==> config.mk <==
export PLATFORM = sky130hd
export DESIGN_NAME = rkc_ctrl
export DESIGN_NICKNAME = d
export VERILOG_FILES = /design/src/rkc_pkg.sv /design/src/rkc_ctrl.sv /design/src/rkc_tick_count.sv
export VERILOG_INCLUDE_DIRS = /design/src
export SDC_FILE = /design/constraint.sdc
export NUM_CORES = 1
export LEC_CHECK = 0
export BUFFER_PORTS_ARGS = -buffer_cell sky130_fd_sc_hd__buf_2
export CAP_MARGIN = 20
export CORE_MARGIN = 3
export CORE_UTILIZATION = 40
export CTS_CLUSTER_SIZE = 28
export DETAILED_ROUTE_END_ITERATION = 16
export PLACE_DENSITY = 0.63
export SLEW_MARGIN = 20
export SYNTH_ARGS = -nofsm -noshare
export SYNTH_HDL_FRONTEND = slang
export SYNTH_HIERARCHICAL = 1
export SYNTH_SLANG_ARGS = --single-unit
==> constraint.sdc <==
create_clock -name hclk -period 16.15 [get_ports hclk]
set_input_delay 1.615 -clock hclk [delete_from_list [all_inputs] [get_ports hclk]]
set_output_delay 1.615 -clock hclk [all_outputs]
set_load 0.1 [all_outputs]
==> src/rkc_defs.svh <==
`ifndef RKC_DEFS_SVH
`define RKC_DEFS_SVH
// register byte offsets
`define RKC_A_CTRL 8'h00
`define RKC_A_CMD 8'h04
`define RKC_A_DLY 8'h08
`define RKC_A_TOUT 8'h0C
`define RKC_A_MASK 8'h10
`define RKC_A_PWR 8'h14
`define RKC_A_RXF 8'h18
`define RKC_A_TXF 8'h1C
`define RKC_A_UNIT 8'h20
`define RKC_A_MODEM 8'h24
`define RKC_A_STAT 8'h28
`define RKC_A_EVT 8'h2C
`define RKC_A_RPT 8'h30
`define RKC_A_SIG 8'h34
// control bit positions
`define RKC_C_CONTINUOUS_KEY 0
`define RKC_C_KOD 1
`define RKC_C_CTSKEY 2
`define RKC_C_TOTEN 3
`define RKC_C_ROOT 4
`define RKC_C_SIM 5
`define RKC_C_APOL 6
`define RKC_C_RXEN 7
// command bit positions
`define RKC_K_INIT 0
`define RKC_K_SOLO 1
`define RKC_K_CHAS 2
`define RKC_K_KEY 3
`define RKC_K_UNKEY 4
// reset and restore values
`define RKC_CTRL_RST 8'h4A
`define RKC_TOT_DEF 8'h1E
`define RKC_PWR_DEF 6'h25
`define RKC_PWR_MIN 6'h14
`define RKC_MASK_SOLO 32'hFFFFFFFF
`define RKC_MASK_CHAS 32'hFFFF0000
`define RKC_RXTO_CHAS 8'h14
`define RKC_UNIT_MIN 16'h2710
`define RKC_UNIT_MAX 16'hFDE8
`define RKC_SIM_MAX 7'h50
`define RKC_SNR_MIN 6'h0A
`define RKC_SNR_MAX 6'h21
`define RKC_RSSI_HI 8'hCE
`define RKC_RSSI_LO 8'h88
`define RKC_EVT_RXTO 12
`define RKC_MAJOR_LIM 5'h10
`define RKC_FREQ_STEP_HZ 6250
// timing
`define RKC_CLK_NS 10
`define RKC_MS_NS 1000000
`define RKC_SEC_MS 1000
`define RKC_MIN_SEC 60
`define RKC_SNR_SEC 2
`endif

==> src/rkc_pkg.sv <==
package rkc_pkg;
  // keying sequencer states
  typedef enum logic [1:0] {KS_IDLE, KS_WAIT, KS_ON, KS_HOLD} rkc_key_st_t;
  // modem selection
  typedef enum logic [1:0] {MD_ANALOG, MD_9600, MD_19200} rkc_modem_t;
  // delay register layout
  typedef struct packed {
    logic [7:0] gap;
    logic [7:0] cts;
    logic [7:0] rel;
    logic [7:0] keyup;
  } rkc_dly_t;
  // captured bus address phase
  typedef struct packed {
    logic [7:0] addr;
    logic wr;
    logic vld;
  } rkc_ap_t;
endpackage

==> src/rkc_ctrl.sv <==
// Functional notes
// - gap elapsed marks next character new message
// - hold root or node diagnostics role
// - factory restore sets keying defaults, power
// - standalone restore: high alarm, all mask
// - chassis restore: low alarm, major mask
// - key command holds until unkey command
// - key-up delay before keying transmitter
// - output power limited 20 to 37
// - simulator enable and address 0 to 80
// - frequencies in 6.25 kHz steps
// - receive time-out raises event 12
// - release delay holds transmitter after unkey
// - signal-to-noise refreshed every two seconds
// - alarm report code, class, more, step
// - transmit time-out unkeys transmitter
// - after time-out wait for request removal
// - unit address between 10000 and 65000
// - signal strength clamped -50 to -120
// - modem selects 9600, 19200 or analog
// - clear-to-send follows request after delay, or follows receive data in CTS key mode
// - key on received character when enabled
//
// The register addresses and the AHB-Lite slave port were decided locally.
`timescale 1ns/100ps
`include "rkc_defs.svh"
module rkc_ctrl import rkc_pkg::*; #(
  parameter int MS_CYCLES = `RKC_MS_NS / `RKC_CLK_NS,
  parameter int SEC_MS = `RKC_SEC_MS,
  parameter int MIN_SEC = `RKC_MIN_SEC,
  parameter logic [31:0] RX_FREQ_DEF = 32'h00010000,
  parameter logic [31:0] TX_FREQ_DEF = 32'h00010000,
  parameter logic [15:0] UNIT_DEF = 16'h2710
) (
  // clock and reset
  input wire logic hclk,
  input wire logic hresetn,
  // register bus
  input wire logic hsel,
  input wire logic [31:0] haddr,
  input wire logic [1:0] htrans,
  input wire logic hwrite,
  input wire logic [2:0] hsize,
  input wire logic [31:0] hwdata,
  input wire logic hready,
  output logic hreadyout,
  output logic hresp,
  output logic [31:0] hrdata,
  // keying lines
  input wire logic ptt_i,
  input wire logic rts_i,
  output logic cts_o,
  output logic tx_key_o,
  // data port and receiver
  input wire logic char_rx_i,
  input wire logic rf_data_i,
  output logic new_msg_o,
  // supervision
  input wire logic [31:0] alarm_evt_i,
  input wire logic [5:0] snr_i,
  input wire logic [7:0] rssi_i,
  output logic alarm_o
);
  localparam int SNR_SEC = `RKC_SNR_SEC;
  rkc_ap_t ap_q;
  rkc_dly_t dly_q;
  rkc_key_st_t st_q, st_d;
  rkc_modem_t modem_q;
  logic rd_done_q, rd_stall, wr_en;
  logic [31:0] rdata_q, rd_mux;
  logic [7:0] ctrl_q, tot_q, rxto_q, gap_cnt, cts_cnt, rx_cnt;
  logic [8:0] ku_cnt, tot_cnt;
  logic [31:0] mask_q, rxf_q, txf_q, evt_q, evt_set, gated;
  logic [5:0] pwr_q, snr_q;
  logic [15:0] unit_q;
  logic [6:0] sim_q;
  logic [7:0] rssi_q;
  logic [4:0] ptr_q, cur_code;
  logic [16:0] ms_cnt_q;
  logic [9:0] sec_cnt_q;
  logic [5:0] min_cnt_q;
  logic [1:0] snr_div_q;
  logic ms_tick, sec_tick, min_tick;
  logic ptt_m_q, ptt_s_q, rts_m_q, rts_s_q;
  logic key_cmd_q, lock_q, data_act_q, first_q, new_msg_q, req, tx_on;
  logic tot_fire, rxto_fire, gap_done, more, none;
  logic w_ctrl, w_cmd, w_dly, w_tout, w_mask, w_pwr, w_rxf, w_txf, w_unit;
  logic w_modem, w_evt, w_rpt, c_init, c_solo, c_chas;

  // clamp a value into a range
  function automatic logic [15:0] rkc_clamp(input logic [15:0] v, lo, hi);
    return (v < lo) ? lo : ((v > hi) ? hi : v);
  endfunction

  // next pending event after a start code, wrapping
  function automatic logic [4:0] rkc_next(input logic [31:0] ev, input logic [4:0] s);
    logic [4:0] r;
    logic [4:0] k;
    logic hit;
    r = s;
    hit = 1'b0;
    for (int i = 1; i <= 32; i++)
    begin
      k = s + 5'(i);
      if (!hit && ev[k])
      begin
        r = k;
        hit = 1'b1;
      end
    end
    return r;
  endfunction

  // pin synchronisers
  always_ff @(posedge hclk or negedge hresetn)
  begin
    if (!hresetn)
      {ptt_m_q, ptt_s_q, rts_m_q, rts_s_q} <= 4'h0;
    else
      {ptt_m_q, ptt_s_q, rts_m_q, rts_s_q} <= {ptt_i, ptt_m_q, rts_i, rts_m_q};
  end

  // millisecond, second and minute ticks
  assign ms_tick = (ms_cnt_q == 17'(MS_CYCLES - 1));
  assign sec_tick = ms_tick && (sec_cnt_q == 10'(SEC_MS - 1));
  assign min_tick = sec_tick && (min_cnt_q == 6'(MIN_SEC - 1));
  always_ff @(posedge hclk or negedge hresetn)
  begin
    if (!hresetn)
    begin
      ms_cnt_q <= 17'h0;
      sec_cnt_q <= 10'h0;
      min_cnt_q <= 6'h0;
    end
    else
    begin
      ms_cnt_q <= ms_tick ? 17'h0 : ms_cnt_q + 17'h1;
      if (ms_tick)
        sec_cnt_q <= sec_tick ? 10'h0 : sec_cnt_q + 10'h1;
      if (sec_tick)
        min_cnt_q <= min_tick ? 6'h0 : min_cnt_q + 6'h1;
    end
  end

  // bus slave: reads take one wait state, writes none
  assign rd_stall = ap_q.vld && !ap_q.wr && !rd_done_q;
  assign hreadyout = !rd_stall;
  assign hresp = 1'b0;
  assign hrdata = rdata_q;
  assign wr_en = ap_q.vld && ap_q.wr;
  always_ff @(posedge hclk or negedge hresetn)
  begin
    if (!hresetn)
    begin
      ap_q <= '0;
      rd_done_q <= 1'b0;
      rdata_q <= 32'h0;
    end
    else
    begin
      if (hready)
        ap_q <= '{addr: haddr[7:0], wr: hwrite, vld: hsel && htrans[1]};
      rd_done_q <= rd_stall;
      if (rd_stall)
        rdata_q <= rd_mux;
    end
  end

  // write decode
  assign w_ctrl = wr_en && (ap_q.addr == `RKC_A_CTRL);
  assign w_cmd = wr_en && (ap_q.addr == `RKC_A_CMD);
  assign w_dly = wr_en && (ap_q.addr == `RKC_A_DLY);
  assign w_tout = wr_en && (ap_q.addr == `RKC_A_TOUT);
  assign w_mask = wr_en && (ap_q.addr == `RKC_A_MASK);
  assign w_pwr = wr_en && (ap_q.addr == `RKC_A_PWR);
  assign w_rxf = wr_en && (ap_q.addr == `RKC_A_RXF);
  assign w_txf = wr_en && (ap_q.addr == `RKC_A_TXF);
  assign w_unit = wr_en && (ap_q.addr == `RKC_A_UNIT);
  assign w_modem = wr_en && (ap_q.addr == `RKC_A_MODEM);
  assign w_evt = wr_en && (ap_q.addr == `RKC_A_EVT);
  assign w_rpt = wr_en && (ap_q.addr == `RKC_A_RPT);
  assign c_init = w_cmd && hwdata[`RKC_K_INIT];
  assign c_solo = w_cmd && hwdata[`RKC_K_SOLO];
  assign c_chas = w_cmd && hwdata[`RKC_K_CHAS];

  // configuration registers and restore commands
  always_ff @(posedge hclk or negedge hresetn)
  begin
    if (!hresetn)
    begin
      ctrl_q <= `RKC_CTRL_RST;
      dly_q <= '0;
      tot_q <= `RKC_TOT_DEF;
      rxto_q <= 8'h0;
      mask_q <= `RKC_MASK_SOLO;
      pwr_q <= `RKC_PWR_DEF;
      rxf_q <= RX_FREQ_DEF;
      txf_q <= TX_FREQ_DEF;
      unit_q <= UNIT_DEF;
      sim_q <= 7'h0;
      modem_q <= MD_ANALOG;
    end
    else
    begin
      if (w_ctrl)
        ctrl_q <= hwdata[7:0];
      if (w_dly)
        dly_q <= hwdata;
      if (w_tout)
        {rxto_q, tot_q} <= {hwdata[15:8], 8'(rkc_clamp({8'h0, hwdata[7:0]}, 16'h1, 16'hFF))};
      if (w_mask)
        mask_q <= hwdata;
      if (w_pwr)
        pwr_q <= 6'(rkc_clamp({10'h0, hwdata[5:0]}, 16'(`RKC_PWR_MIN), 16'(`RKC_PWR_DEF)));
      if (w_rxf)
        rxf_q <= hwdata;
      if (w_txf)
        txf_q <= hwdata;
      if (w_unit)
      begin
        unit_q <= rkc_clamp(hwdata[15:0], `RKC_UNIT_MIN, `RKC_UNIT_MAX);
        sim_q <= 7'(rkc_clamp({9'h0, hwdata[22:16]}, 16'h0, 16'(`RKC_SIM_MAX)));
      end
      if (w_modem && hwdata[1:0] != 2'h3)
        modem_q <= rkc_modem_t'(hwdata[1:0]);
      if (c_init)
      begin
        dly_q.cts <= 8'h0;
        dly_q.keyup <= 8'h0;
        dly_q.rel <= 8'h0;
        ctrl_q[`RKC_C_KOD] <= 1'b1;
        ctrl_q[`RKC_C_CTSKEY] <= 1'b0;
        ctrl_q[`RKC_C_TOTEN] <= 1'b1;
        tot_q <= `RKC_TOT_DEF;
        pwr_q <= `RKC_PWR_DEF;
      end
      if (c_solo)
      begin
        ctrl_q[`RKC_C_APOL] <= 1'b1;
        ctrl_q[`RKC_C_RXEN] <= 1'b0;
        mask_q <= `RKC_MASK_SOLO;
      end
      if (c_chas)
      begin
        ctrl_q[`RKC_C_APOL] <= 1'b0;
        ctrl_q[`RKC_C_RXEN] <= 1'b1;
        mask_q <= `RKC_MASK_CHAS;
        rxto_q <= `RKC_RXTO_CHAS;
      end
    end
  end

  // timers
  rkc_tick_count #(.W(8)) u_gap (.hclk(hclk), .hresetn(hresetn), .clr(char_rx_i),
    .tick(ms_tick), .cnt_q(gap_cnt));
  rkc_tick_count #(.W(8)) u_cts (.hclk(hclk), .hresetn(hresetn), .clr(!rts_s_q),
    .tick(ms_tick), .cnt_q(cts_cnt));
  // keying timers are one bit wider so that a count one past 255 stays reachable
  rkc_tick_count #(.W(9)) u_ku (.hclk(hclk), .hresetn(hresetn), .clr(st_q != st_d),
    .tick(ms_tick), .cnt_q(ku_cnt));
  rkc_tick_count #(.W(9)) u_tot (.hclk(hclk), .hresetn(hresetn), .clr(!tx_on),
    .tick(sec_tick), .cnt_q(tot_cnt));
  rkc_tick_count #(.W(8)) u_rx (.hclk(hclk), .hresetn(hresetn),
    .clr(rf_data_i || !ctrl_q[`RKC_C_RXEN]), .tick(min_tick), .cnt_q(rx_cnt));

  // message gap, key-on-data activity
  assign gap_done = (gap_cnt >= dly_q.gap);
  assign new_msg_o = new_msg_q;
  always_ff @(posedge hclk or negedge hresetn)
  begin
    if (!hresetn)
      {first_q, new_msg_q, data_act_q} <= 3'b100;
    else
    begin
      new_msg_q <= char_rx_i && (first_q || gap_done);
      first_q <= first_q && !char_rx_i;
      data_act_q <= char_rx_i || (data_act_q && !gap_done);
    end
  end

  // combined keying request
  assign req = ptt_s_q || (rts_s_q && !ctrl_q[`RKC_C_CTSKEY]) || key_cmd_q
    || ctrl_q[`RKC_C_CONTINUOUS_KEY] || (ctrl_q[`RKC_C_KOD] && data_act_q);
  assign tx_on = (st_q == KS_ON) || (st_q == KS_HOLD);
  assign tx_key_o = tx_on;
  // one tick past the setting: the free-running tick may land just after a restart
  assign tot_fire = ctrl_q[`RKC_C_TOTEN] && tx_on && (tot_cnt > {1'b0, tot_q});

  // keying sequencer
  always_comb
  begin
    st_d = st_q;
    case (st_q)
      KS_IDLE:
        if (req && !lock_q)
          st_d = (dly_q.keyup == 8'h0) ? KS_ON : KS_WAIT;
      KS_WAIT:
        if (!req)
          st_d = KS_IDLE;
        else if (ku_cnt > {1'b0, dly_q.keyup})
          st_d = KS_ON;
      KS_ON:
        if (tot_fire)
          st_d = KS_IDLE;
        else if (!req)
          st_d = (dly_q.rel == 8'h0) ? KS_IDLE : KS_HOLD;
      default:
        if (tot_fire)
          st_d = KS_IDLE;
        else if (req)
          st_d = KS_ON;
        else if (ku_cnt > {1'b0, dly_q.rel})
          st_d = KS_IDLE;
    endcase
  end

  // sequencer state, key command latch, time-out lockout
  always_ff @(posedge hclk or negedge hresetn)
  begin
    if (!hresetn)
    begin
      st_q <= KS_IDLE;
      key_cmd_q <= 1'b0;
      lock_q <= 1'b0;
    end
    else
    begin
      st_q <= st_d;
      if (w_cmd && hwdata[`RKC_K_UNKEY])
        key_cmd_q <= 1'b0;
      else if (w_cmd && hwdata[`RKC_K_KEY])
        key_cmd_q <= 1'b1;
      lock_q <= tot_fire || (lock_q && req);
    end
  end

  // clear-to-send
  assign cts_o = ctrl_q[`RKC_C_CTSKEY] ? rf_data_i : (rts_s_q && (cts_cnt >= dly_q.cts));

  // alarm events, set wins over software clear
  assign rxto_fire = ctrl_q[`RKC_C_RXEN] && (rx_cnt >= rxto_q);
  assign evt_set = alarm_evt_i | (32'(rxto_fire) << `RKC_EVT_RXTO);
  assign gated = evt_q & {mask_q[15:0], mask_q[31:16]};
  assign alarm_o = ctrl_q[`RKC_C_APOL] ? (|gated) : !(|gated);
  assign cur_code = evt_q[ptr_q] ? ptr_q : rkc_next(evt_q, ptr_q);
  assign none = (evt_q == 32'h0);
  assign more = |(evt_q & ~(32'h1 << cur_code));
  always_ff @(posedge hclk or negedge hresetn)
  begin
    if (!hresetn)
      {evt_q, ptr_q} <= {32'h0, 5'h0};
    else
    begin
      evt_q <= (evt_q & ~(w_evt ? hwdata : 32'h0)) | evt_set;
      if (w_rpt)
        ptr_q <= rkc_next(evt_q, cur_code);
    end
  end

  // signal quality samples
  always_ff @(posedge hclk or negedge hresetn)
  begin
    if (!hresetn)
      {snr_q, snr_div_q, rssi_q} <= {`RKC_SNR_MIN, 2'h0, `RKC_RSSI_LO};
    else
    begin
      if (sec_tick)
        snr_div_q <= (snr_div_q == 2'(SNR_SEC - 1)) ? 2'h0 : snr_div_q + 2'h1;
      if (sec_tick && snr_div_q == 2'(SNR_SEC - 1))
        snr_q <= 6'(rkc_clamp({10'h0, snr_i}, 16'(`RKC_SNR_MIN), 16'(`RKC_SNR_MAX)));
      if ($signed(rssi_i) > $signed(`RKC_RSSI_HI))
        rssi_q <= `RKC_RSSI_HI;
      else if ($signed(rssi_i) < $signed(`RKC_RSSI_LO))
        rssi_q <= `RKC_RSSI_LO;
      else
        rssi_q <= rssi_i;
    end
  end

  // read multiplexer
  always_comb
  begin
    if (ap_q.addr == `RKC_A_CTRL)
      rd_mux = {24'h0, ctrl_q};
    else if (ap_q.addr == `RKC_A_DLY)
      rd_mux = dly_q;
    else if (ap_q.addr == `RKC_A_TOUT)
      rd_mux = {16'h0, rxto_q, tot_q};
    else if (ap_q.addr == `RKC_A_MASK)
      rd_mux = mask_q;
    else if (ap_q.addr == `RKC_A_PWR)
      rd_mux = {26'h0, pwr_q};
    else if (ap_q.addr == `RKC_A_RXF)
      rd_mux = rxf_q;
    else if (ap_q.addr == `RKC_A_TXF)
      rd_mux = txf_q;
    else if (ap_q.addr == `RKC_A_UNIT)
      rd_mux = {9'h0, sim_q, unit_q};
    else if (ap_q.addr == `RKC_A_MODEM)
      rd_mux = {30'h0, modem_q};
    else if (ap_q.addr == `RKC_A_STAT)
      rd_mux = {27'h0, lock_q, alarm_o, cts_o, key_cmd_q, tx_on};
    else if (ap_q.addr == `RKC_A_EVT)
      rd_mux = evt_q;
    else if (ap_q.addr == `RKC_A_RPT)
      rd_mux = {24'h0, none, more, cur_code < `RKC_MAJOR_LIM, cur_code};
    else if (ap_q.addr == `RKC_A_SIG)
      rd_mux = {18'h0, snr_q, rssi_q};
    else
      rd_mux = 32'h0;
  end

  // checks
  property p_keyup;
    @(posedge hclk) disable iff (!hresetn)
    $rose(tx_key_o) && dly_q.keyup != 8'h0 |-> $past(ku_cnt) > {1'b0, dly_q.keyup};
  endproperty
  a_keyup: assert property (p_keyup) else $error("keyed before delay");
  property p_rel0;
    @(posedge hclk) disable iff (!hresetn)
    st_q == KS_ON && !req && dly_q.rel == 8'h0 |=> !tx_key_o;
  endproperty
  a_rel0: assert property (p_rel0) else $error("zero release held");
  property p_tot;
    @(posedge hclk) disable iff (!hresetn)
    tot_fire |=> !tx_key_o && lock_q;
  endproperty
  a_tot: assert property (p_tot) else $error("time-out not unkeyed");
  property p_lock;
    @(posedge hclk) disable iff (!hresetn)
    lock_q && req |=> !tx_key_o ##1 !tx_key_o;
  endproperty
  a_lock: assert property (p_lock) else $error("keyed while locked");
  property p_cts;
    @(posedge hclk) disable iff (!hresetn)
    !ctrl_q[`RKC_C_CTSKEY] && $rose(rts_s_q) && dly_q.cts != 8'h0 |-> !cts_o;
  endproperty
  a_cts: assert property (p_cts) else $error("cts early");
  property p_gap;
    @(posedge hclk) disable iff (!hresetn)
    char_rx_i && gap_done |=> new_msg_o;
  endproperty
  a_gap: assert property (p_gap) else $error("new message missed");
  property p_rxto;
    @(posedge hclk) disable iff (!hresetn)
    rxto_fire |=> evt_q[`RKC_EVT_RXTO];
  endproperty
  a_rxto: assert property (p_rxto) else $error("event 12 missing");
  property p_pwr;
    @(posedge hclk) disable iff (!hresetn)
    pwr_q >= `RKC_PWR_MIN && pwr_q <= `RKC_PWR_DEF;
  endproperty
  a_pwr: assert property (p_pwr) else $error("power out of range");
  property p_init;
    @(posedge hclk) disable iff (!hresetn)
    c_init |=> pwr_q == `RKC_PWR_DEF && tot_q == `RKC_TOT_DEF && ctrl_q[`RKC_C_TOTEN];
  endproperty
  a_init: assert property (p_init) else $error("restore incomplete");
  c_key: cover property (@(posedge hclk) disable iff (!hresetn) $rose(tx_key_o));
  c_tot: cover property (@(posedge hclk) disable iff (!hresetn) tot_fire);
  c_step: cover property (@(posedge hclk) disable iff (!hresetn) w_rpt && more);
  c_msg: cover property (@(posedge hclk) disable iff (!hresetn) new_msg_o);
endmodule

==> src/rkc_tick_count.sv <==
`timescale 1ns/100ps
module rkc_tick_count #(
  parameter int W = 8
) (
  // clock and reset
  input wire logic hclk,
  input wire logic hresetn,
  // control
  input wire logic clr,
  input wire logic tick,
  // count
  output logic [W-1:0] cnt_q
);
  logic [W-1:0] cnt_d;

  // saturating tick counter, clear has priority
  assign cnt_d = clr ? '0 : ((tick && !(&cnt_q)) ? cnt_q + 1'b1 : cnt_q);

  always_ff @(posedge hclk or negedge hresetn)
  begin
    if (!hresetn)
      cnt_q <= '0;
    else
      cnt_q <= cnt_d;
  end
endmodule

==> results of run 1 <==
-- power groups by stage --
stage	logic [mW]	clock network, mW	registers, mW
floorplan	0.489	0	1.14
global placement	0.876	0	1.04
detailed placement	0.875	0	1.04
CTS	0.878	0.974	1.03
global route	0.950	1.01	1.03
finish	0.902	0.960	1.03
-- cells in the final DEF (no fill, tap or decap), drive strengths merged, types with 34 or more instances in the layout --
master,instances
clkbuf,64
mux2,145
a22oi,54
mux4,76
nor3,94
ha,80
nand2,529
a22o,34
or3,38
a21oi,229
nor2b,35
nand4,60
nand2b,48
a21o,55
inv,118
xnor2,66
and2,35
o211ai,48
o22ai,34
buf,237
a31oi,77
o31ai,36
dfstp,54
and3,36
nand3,131
o21ai,198
mux2i,171
a221oi,49
nor4,39
dfrtp,311
a211oi,44
nor2,287
-- state kept, by name, indices dropped and copies added, names as in the netlist, 5 cells and up --
register     flops
ap_q            10
ctrl_q           8
dly_q           32
evt_q           32
hrdata          32
mask_q          32
min_cnt_q        6
ms_cnt_q        17
ptr_q            5
pwr_q            6
rssi_q           8
rxf_q           32
rxto_q           8
sec_cnt_q       10
sim_q            7
snr_q            6
tot_q            8
txf_q           32
u_cts/cnt_q      8
u_gap/cnt_q      8
u_ku/cnt_q       9
u_rx/cnt_q       8
u_tot/cnt_q      9
unit_q          16
-- final cells by class --
class	instances	share of cell area, %
antenna	6	0.0423
clock buffer	64	3.31
timing repair buffer	237	4.14
clock inverter	14	0.487
inverter	121	1.29
sequential	365	25.9
multi-input combinational	3105	61.1
tap	1050	3.70
-- logic make-up after synthesis --
logic type,after synthesis
AOI/OAI and AO/OA,1126
xor gates and xnor gates,82
adders and majority gates,80
buffers and inverters,391
DFF,365
muxes,392
other,1
and+or+nand+nor,1424
-- layer usage --
| metal | track usage, % | vias up |
|---|---|---|
| li1 | - | 14609 |
| met2 | 45.6 | 1989 |
| met1 | 40.8 | 16115 |
| met4 | 13.2 | 4 |
| met3 | 7.29 | 425 |
| met5 | 0 | - |
-- worst max-delay path by stage --
stage	start	end	slack [ns]	cells past startpoint
3_5_place_dp	ptr_q[1]$_DFFE_PN0P_	ptr_q[2]$_DFFE_PN0P_	2.96	38
4_1_cts	ptr_q[1]$_DFFE_PN0P_	ptr_q[2]$_DFFE_PN0P_	2.93	38
2_1_floorplan	ptr_q[0]$_DFFE_PN0P_	ptr_q[0]$_DFFE_PN0P_	4.67	46
6_report	ptr_q[1]$_DFFE_PN0P_	ptr_q[2]$_DFFE_PN0P_	2.54	38
3_3_place_gp	ptr_q[1]$_DFFE_PN0P_	ptr_q[2]$_DFFE_PN0P_	2.99	38
5_1_grt	ptr_q[1]$_DFFE_PN0P_	ptr_q[2]$_DFFE_PN0P_	2.05	38
==> summary.md, run 1 <==
| Metric | Value |
|---|---|
| Netlist cell types | `between 100 and 150` |
| IO Port Bufs | `between 100 and 150` |
| Synth area leaders | `dfrtp_1 24%, nand2_1 6.1%, mux4_2 5.3%` |
| Global Route Usage Sum | `a little under a third` |
| Pre-CTS setup slack | `2.96 ns` |
| Io pins | `approximately 160` |
| FFs w/ async S/R, synth | `100%` |
| Synth warnings | `6` |
| Vias in the first global route | `between 30000 and 40000` |
| Drt total wl | `around 130000 um` |
| Rel. slew slack | `17.0%` |
| Top sig layer | `met5` |
| Synth cell count leaders | `529 x nand2_1, 311 x dfrtp_1, 286 x nor2_1` |
| Chip Height | `just under 300 um` |
| Worst-path clk slew | `around 0.090 ns` |
| Critical path's top delay family | `simple AND/OR/NAND/NOR gates` |
| VDD IR max | `~0.084 mV` |
| Global route overflow | `0` |
| Final setup vio count | `0` |
| Post-route cell area | `between 30000 and 40000 um2` |
| Initial core utilization | `between 40% and 50%` |
| Fin crit period | `between 10 and 15 ns` |
| Reg2reg end | `ptr_q[2]$_DFFE_PN0P_` |
| Hold slack | `~0.35 ns` |
| WP buf/inv | `10` |
| Post-synth net total | `4065` |
| Worst stage delay on the critical path | `just over 0.9 ns` |
| Post-CTS Setup Bufs | `0` |
| Actual slew at the worst max-slew pin | `approximately 1.2 ns` |
| Worst path slowest cell | `a2111oi_0` |
| Die X | `~290 um` |
| Hold crit path type | `flip-flop to flip-flop` |
| DR WL met3 | `14900 um` |
| Dpl hpwl | `around 100000 um` |
| Clock Sinks | `about 370` |
| Worst EP required | `~17 ns` |
| Non-Filler Instances | `~5000` |
| P_sw | `around 1.1 mW` |
| Fin nets | `between 4000 and 5000` |
| Max-cap violation count | `0` |
| Combinational Power Share | `31.2%` |
| FF-to-FF setup slack | `2.54 ns` |
| Clock buffer depth | `3` |
| Worst Setup Start Kind | `flip-flop` |
| Crit path kind | `flip-flop to flip-flop` |
| First-pass GRT wire length | `about 200000 um` |
| Pins Over Slew Limit | `0` |
| Sw Share | `38.1%` |
| Most frequent cell after synthesis | `nand2_1` |
| Post-Synthesis Cells | `approximately 3900` |
| Final Cycle Share | `around 84%` |
| Sequential share of power | `a little over a third` |
| RSZ-0062 raised after global routing | `false` |
| Synth Area in Simple Gates | `21.1%` |
| Top cell type's share of synthesized area | `24.0%` |
| WL met2 | `between 50000 and 60000 um` |
| Synth Area in Adders | `under 10%` |
| Pwr Total | `between 2 and 3 mW` |
| Area of the multi-input gates | `21700 um2` |
| Largest net degree at the start of global routing | `179` |
| Sequential Area | `~9000 um2` |
| CP most frequent cell | `buf_4` |
| EDFF count, synth | `0` |
| Syn Area/Cell | `roughly 8.4 um2` |
| DRT antenna net count | `0` |
| Placed inst area | `34100 um2` |
| H-tree Lvls | `2` |
| Status | `complete, no violations` |
| Worst skew pair latency | `roughly 0.61 ns` |
| Hold Vio Cnt, Final | `0` |
| Filler cells | `slightly below 8000` |
| Die footprint | `84600 um2` |
| Area grow syn2layout | `9.37%` |
| Clk pwr share | `between 30% and 40%` |
| Largest family of logic cells by synthesized area | `compound AO/OA/AOI/OAI gates` |
| Cts repair resizes | `0` |
| R2r startpoint | `ptr_q[1]$_DFFE_PN0P_` |
| Final TNS setup | `0 ns` |
| Vias | `approximately 33000` |
| Root Driver | `clkbuf_16` |
| Layout cells sized above 1 | `17.0%` |
| WP data arrival | `roughly 14 ns` |
| Placed Cells incl. Taps | `just under 5000` |
| Avg WL per Cell | `between 20 and 30 um` |
| Top FF cell, synth | `dfrtp_1` |
| R2R depth | `38` |
| Num CTS Buffers | `42` |
| DRC viols | `0` |
| WHS Path Cells | `0` |
| Fin util | `between 40% and 50%` |
| Hold_buf cts | `0` |
| Core Footprint | `79600 um2` |
| FMAX | `approximately 73 MHz` |
| Mapped Area | `between 30000 and 40000 um2` |
| Clk_skew | `0.0584 ns` |
| Vias/cell | `6.68` |
| Hold Path Origin | `ptt_m_q$_DFF_PN0_` |
| Initial antenna violation count | `10` |
| Num rows | `roughly 100` |
| Pleak | `14.2 nW` |
| Mux share of post-synthesis cell area | `around 16%` |
| Internal Power | `~1.8 mW` |
| Final WS setup | `~2.5 ns` |
| Sequential share of the synthesized area | `28.4%` |
| Hold Path Sink | `ptt_s_q$_DFF_PN0_` |
| Drt pass-1 iters | `8` |
| M1 WL | `53500 um` |
| Post-synthesis xor/xnor area fraction | `under 10%` |
| Flops & latches, synth | `between 300 and 400` |
| Starting DRT DRC Count | `4424` |
| GPL Wtd Cong | `~1.0` |
| TritonCTS clock tree | `built` |
| Yosys top cell by area | `dfrtp_1` |
| Crit path max fanout | `37` |
| CP Capture Type | `flip-flop` |
| Synth Area in Compound Gates | `~24%` |
| PD cells | `between 80 and 90 nW/um2` |
Note: power is estimated with default switching activity, not from simulation.
==> inputs of run 2 (changes only) <==
Settings changed: ABC_AREA set to 1.
Clock period 16.15 ns to 13.9 ns, I/O delays scaled along.
==> summary.md, run 2 <==
| Metric | Value |
|---|---|
| Pleak | `16.1 nW (was 14.2 nW)` |
| WP data arrival | `12.66 ns (was 14.12 ns)` |
| Post-synthesis xor/xnor area fraction | `1.43% (was 2.33%)` |
| Mapped Area | `28400 um2 (was 32400 um2)` |
| DRT antenna net count | `0 (unchanged)` |
| Die X | `272 um (was 291 um)` |
| Fin nets | `4598 (was 4076)` |
| Dpl hpwl | `78100 um (was 97300 um)` |
| Max-cap violation count | `0 (unchanged)` |
| Non-Filler Instances | `5371 (was 4962)` |
| Largest net degree at the start of global routing | `108 (was 179)` |
| Flops & latches, synth | `365 (unchanged)` |
| Die footprint | `74200 um2 (was 84600 um2)` |
| Syn Area/Cell | `6.57 um2 (was 8.40 um2)` |
| Vias | `29370 (was 33142)` |
| Worst EP required | `14.35 ns (was 16.66 ns)` |
| FMAX | `81.9 MHz (was 73.5 MHz)` |
| Post-synth net total | `4523 (was 4065)` |
| Drt pass-1 iters | `8 (unchanged)` |
| Synth Area in Simple Gates | `32.6% (was 21.1%)` |
| Top cell type's share of synthesized area | `27.4% (was 24.0%)` |
| Status | `complete, no violations (unchanged)` |
| Clk_skew | `0.0201 ns (was 0.0584 ns)` |
| Num rows | `97 (was 103)` |
| Largest family of logic cells by synthesized area | `simple AND/OR/NAND/NOR gates (was compound AO/OA/AOI/OAI gates)` |
| Starting DRT DRC Count | `2814 (was 4424)` |
| Vias in the first global route | `26784 (was 30650)` |
| Hold_buf cts | `0 (unchanged)` |
| Commonest non-fill, non-tap cells in the layout | `1251 x nand2_1, 591 x inv_1, 439 x o21ai_0 (was 529 x nand2_1, 310 x dfrtp_1, 277 x nor2_1)` |
| Hold crit path type | `flip-flop to flip-flop (unchanged)` |
| Synth cell count leaders | `1254 x nand2_1, 591 x inv_1, 439 x o21ai_0 (was 529 x nand2_1, 311 x dfrtp_1, 286 x nor2_1)` |
| Worst-path clk slew | `0.08 ns (was 0.09 ns)` |
| Synth warnings | `6 (unchanged)` |
| Placed Cells incl. Taps | `5292 (was 4877)` |
| FFs w/ async S/R, synth | `100% (unchanged)` |
| Pins Over Slew Limit | `0 (unchanged)` |
| TritonCTS clock tree | `built (unchanged)` |
| Num CTS Buffers | `39 (was 42)` |
| Rel. slew slack | `26.5% (was 17.0%)` |
| Crit path kind | `flip-flop to flip-flop (unchanged)` |
| RSZ-0062 raised after global routing | `false (unchanged)` |
| Post-Synthesis Cells | `4319 (was 3861)` |
| CP Capture Type | `flip-flop (unchanged)` |
| Worst Setup Start Kind | `flip-flop (unchanged)` |
| Worst path slowest cell | `ha_1 (was a2111oi_0)` |
| Actual slew at the worst max-slew pin | `1.09 ns (was 1.23 ns)` |
| H-tree Lvls | `2 (unchanged)` |
| Most common cell after layout, fill and taps aside | `nand2_1 (unchanged)` |
| WHS Path Cells | `0 (unchanged)` |
| Io pins | `162 (unchanged)` |
| Core Footprint | `70100 um2 (was 79600 um2)` |
| VDD IR max | `0.0835 mV (was 0.0841 mV)` |
| Area grow syn2layout | `9.88% (was 9.37%)` |
| Post-CTS Setup Bufs | `0 (unchanged)` |
| Synth Area in Compound Gates | `19.0% (was 24.3%)` |
| IO Port Bufs | `132 (unchanged)` |
| Hold Vio Cnt, Final | `0 (unchanged)` |
| Vias/cell | `5.47 (was 6.68)` |
| Layout cells sized above 1 | `10.8% (was 17.0%)` |
| Netlist cell types | `75 (was 117)` |
| Initial antenna violation count | `6 (was 10)` |
| Global route overflow | `0 (unchanged)` |
| Crit path max fanout | `34 (was 37)` |
| DRC viols | `0 (unchanged)` |
| First-pass GRT wire length | `157000 um (was 199000 um)` |
| Fin crit period | `12.21 ns (was 13.61 ns)` |
| PD cells | `89.9 nW/um2 (was 81.4 nW/um2)` |
| Chip Height | `272 um (was 291 um)` |
| R2R depth | `70 (was 38)` |
| Yosys top cell by area | `dfrtp_1 (unchanged)` |
| Root Driver | `clkbuf_16 (unchanged)` |
| Worst skew pair latency | `0.56 ns (was 0.61 ns)` |
| Sequential share of the synthesized area | `32.4% (was 28.4%)` |
| Synth Area in Adders | `3.53% (was 3.09%)` |
| Most frequent cell after synthesis | `nand2_1 (unchanged)` |
| GPL Wtd Cong | `0.987 (was 1.02)` |
| Cts repair resizes | `0 (unchanged)` |
| Final setup vio count | `0 (unchanged)` |
| Top FF cell, synth | `dfrtp_1 (unchanged)` |
| Global Route Usage Sum | `26.9% (was 30.1%)` |
| Drt total wl | `102000 um (was 133000 um)` |
| Mux share of post-synthesis cell area | `0.238% (was 15.7%)` |
| Final TNS setup | `0 ns (unchanged)` |
| Avg WL per Cell | `19.1 um (was 26.9 um)` |
| Worst stage delay on the critical path | `0.69 ns (was 0.91 ns)` |
| Clock buffer depth | `3 (unchanged)` |
| Synth area leaders | `dfrtp_1 27%, nand2_1 17%, inv_1 7.8% (was dfrtp_1 24%, nand2_1 6.1%, mux4_2 5.3%)` |
| Clock Sinks | `365 (unchanged)` |
| Initial core utilization | `40.5% (was 40.7%)` |
| Final Cycle Share | `87.8% (was 84.2%)` |
| EDFF count, synth | `0 (unchanged)` |
[run 2: power breakdown]
part	internal, mW	switching, mW	total (mW)
Sequential	1.13	0.0384	1.17
Combinational	0.143	0.435	0.577
Clock	0.609	0.452	1.06
Total	1.88	0.925	2.81
[run 2: per-layer routing]
| metal | global-route usage, % | part of all wire, % | vias to the layer above |
|---|---|---|---|
| met5 | 0 | 0.013 | - |
| met2 | 42.8 | 44 | 1155 |
| met3 | 3.96 | 8.2 | 235 |
| met4 | 9.81 | 4.1 | 2 |
| met1 | 37.1 | 43 | 13667 |
| li1 | - | - | 14311 |
[run 2: cell families after synthesis]
logic type / after synthesis
multiplexers: 6
adder cells (fa/ha/maj): 80
AO/OA/AOI/OAI: 950
flip-flops: 365
XOR/XNOR: 39
AND/OR/NAND/NOR: 2106
buffers and inverters: 772
other: 1
[run 2: cell type report]
| type | count | area (um2) |
|---|---|---|
| inverter | 637 | 2400 |
| antenna | 7 | 17.5 |
| multi-input combinational | 3182 | 16200 |
| tap | 940 | 1180 |
| fill | 7442 | 38900 |
| clock buffer | 58 | 1140 |
| timing repair buffer | 169 | 961 |
| sequential | 365 | 9200 |
| clock inverter | 13 | 143 |
[run 2: critical path, delay by kind of cell, from the launching register on]
kind	cells	cell delay [ns]
flip-flops	1	0.46
XOR/XNOR	1	0.16
adder cells (fa/ha/maj)	3	1.66
buffers and inverters	7	1.91
multiplexers	1	0.27
AO/OA/AOI/OAI	3	0.41
AND/OR/NAND/NOR	55	7.17
[run 2: final timing paths]
| kind | from | end | slack [ns] |
|---|---|---|---|
| worst max-delay path | ptr_q[0]$_DFFE_PN0P_ | ptr_q[0]$_DFFE_PN0P_ | 1.69 |
| worst min register to register | rts_m_q$_DFF_PN0_ | rts_s_q$_DFF_PN0_ | 0.35 |
| max in group asynchronous | hresetn | ptt_s_q$_DFF_PN0_ | 10.71 |
| worst min-delay path | rts_m_q$_DFF_PN0_ | rts_s_q$_DFF_PN0_ | 0.35 |
| worst max register to register | ptr_q[0]$_DFFE_PN0P_ | ptr_q[0]$_DFFE_PN0P_ | 1.69 |
| min in group asynchronous | hresetn | rssi_q[0]$_DFF_PN0_ | 0.89 |
[run 2: metrics by stage]
step / setup WS (ns) / hold slack, ns / area, um2 / utilization (%) / total power, mW
finish: 1.69 / 0.354 / 31200 / 44.5 / 2.81
global route: 0.777 / 0.363 / 31200 / 44.5 / 2.93
CTS: 2.00 / 0.358 / 31200 / 44.4 / 2.82
detailed placement: 2.06 / 0.345 / 29900 / 42.6 / 1.75
floorplan: 4.55 / 0.331 / 28400 / - / 1.57
global placement: 2.10 / 0.336 / 29900 / 42.6 / 1.75
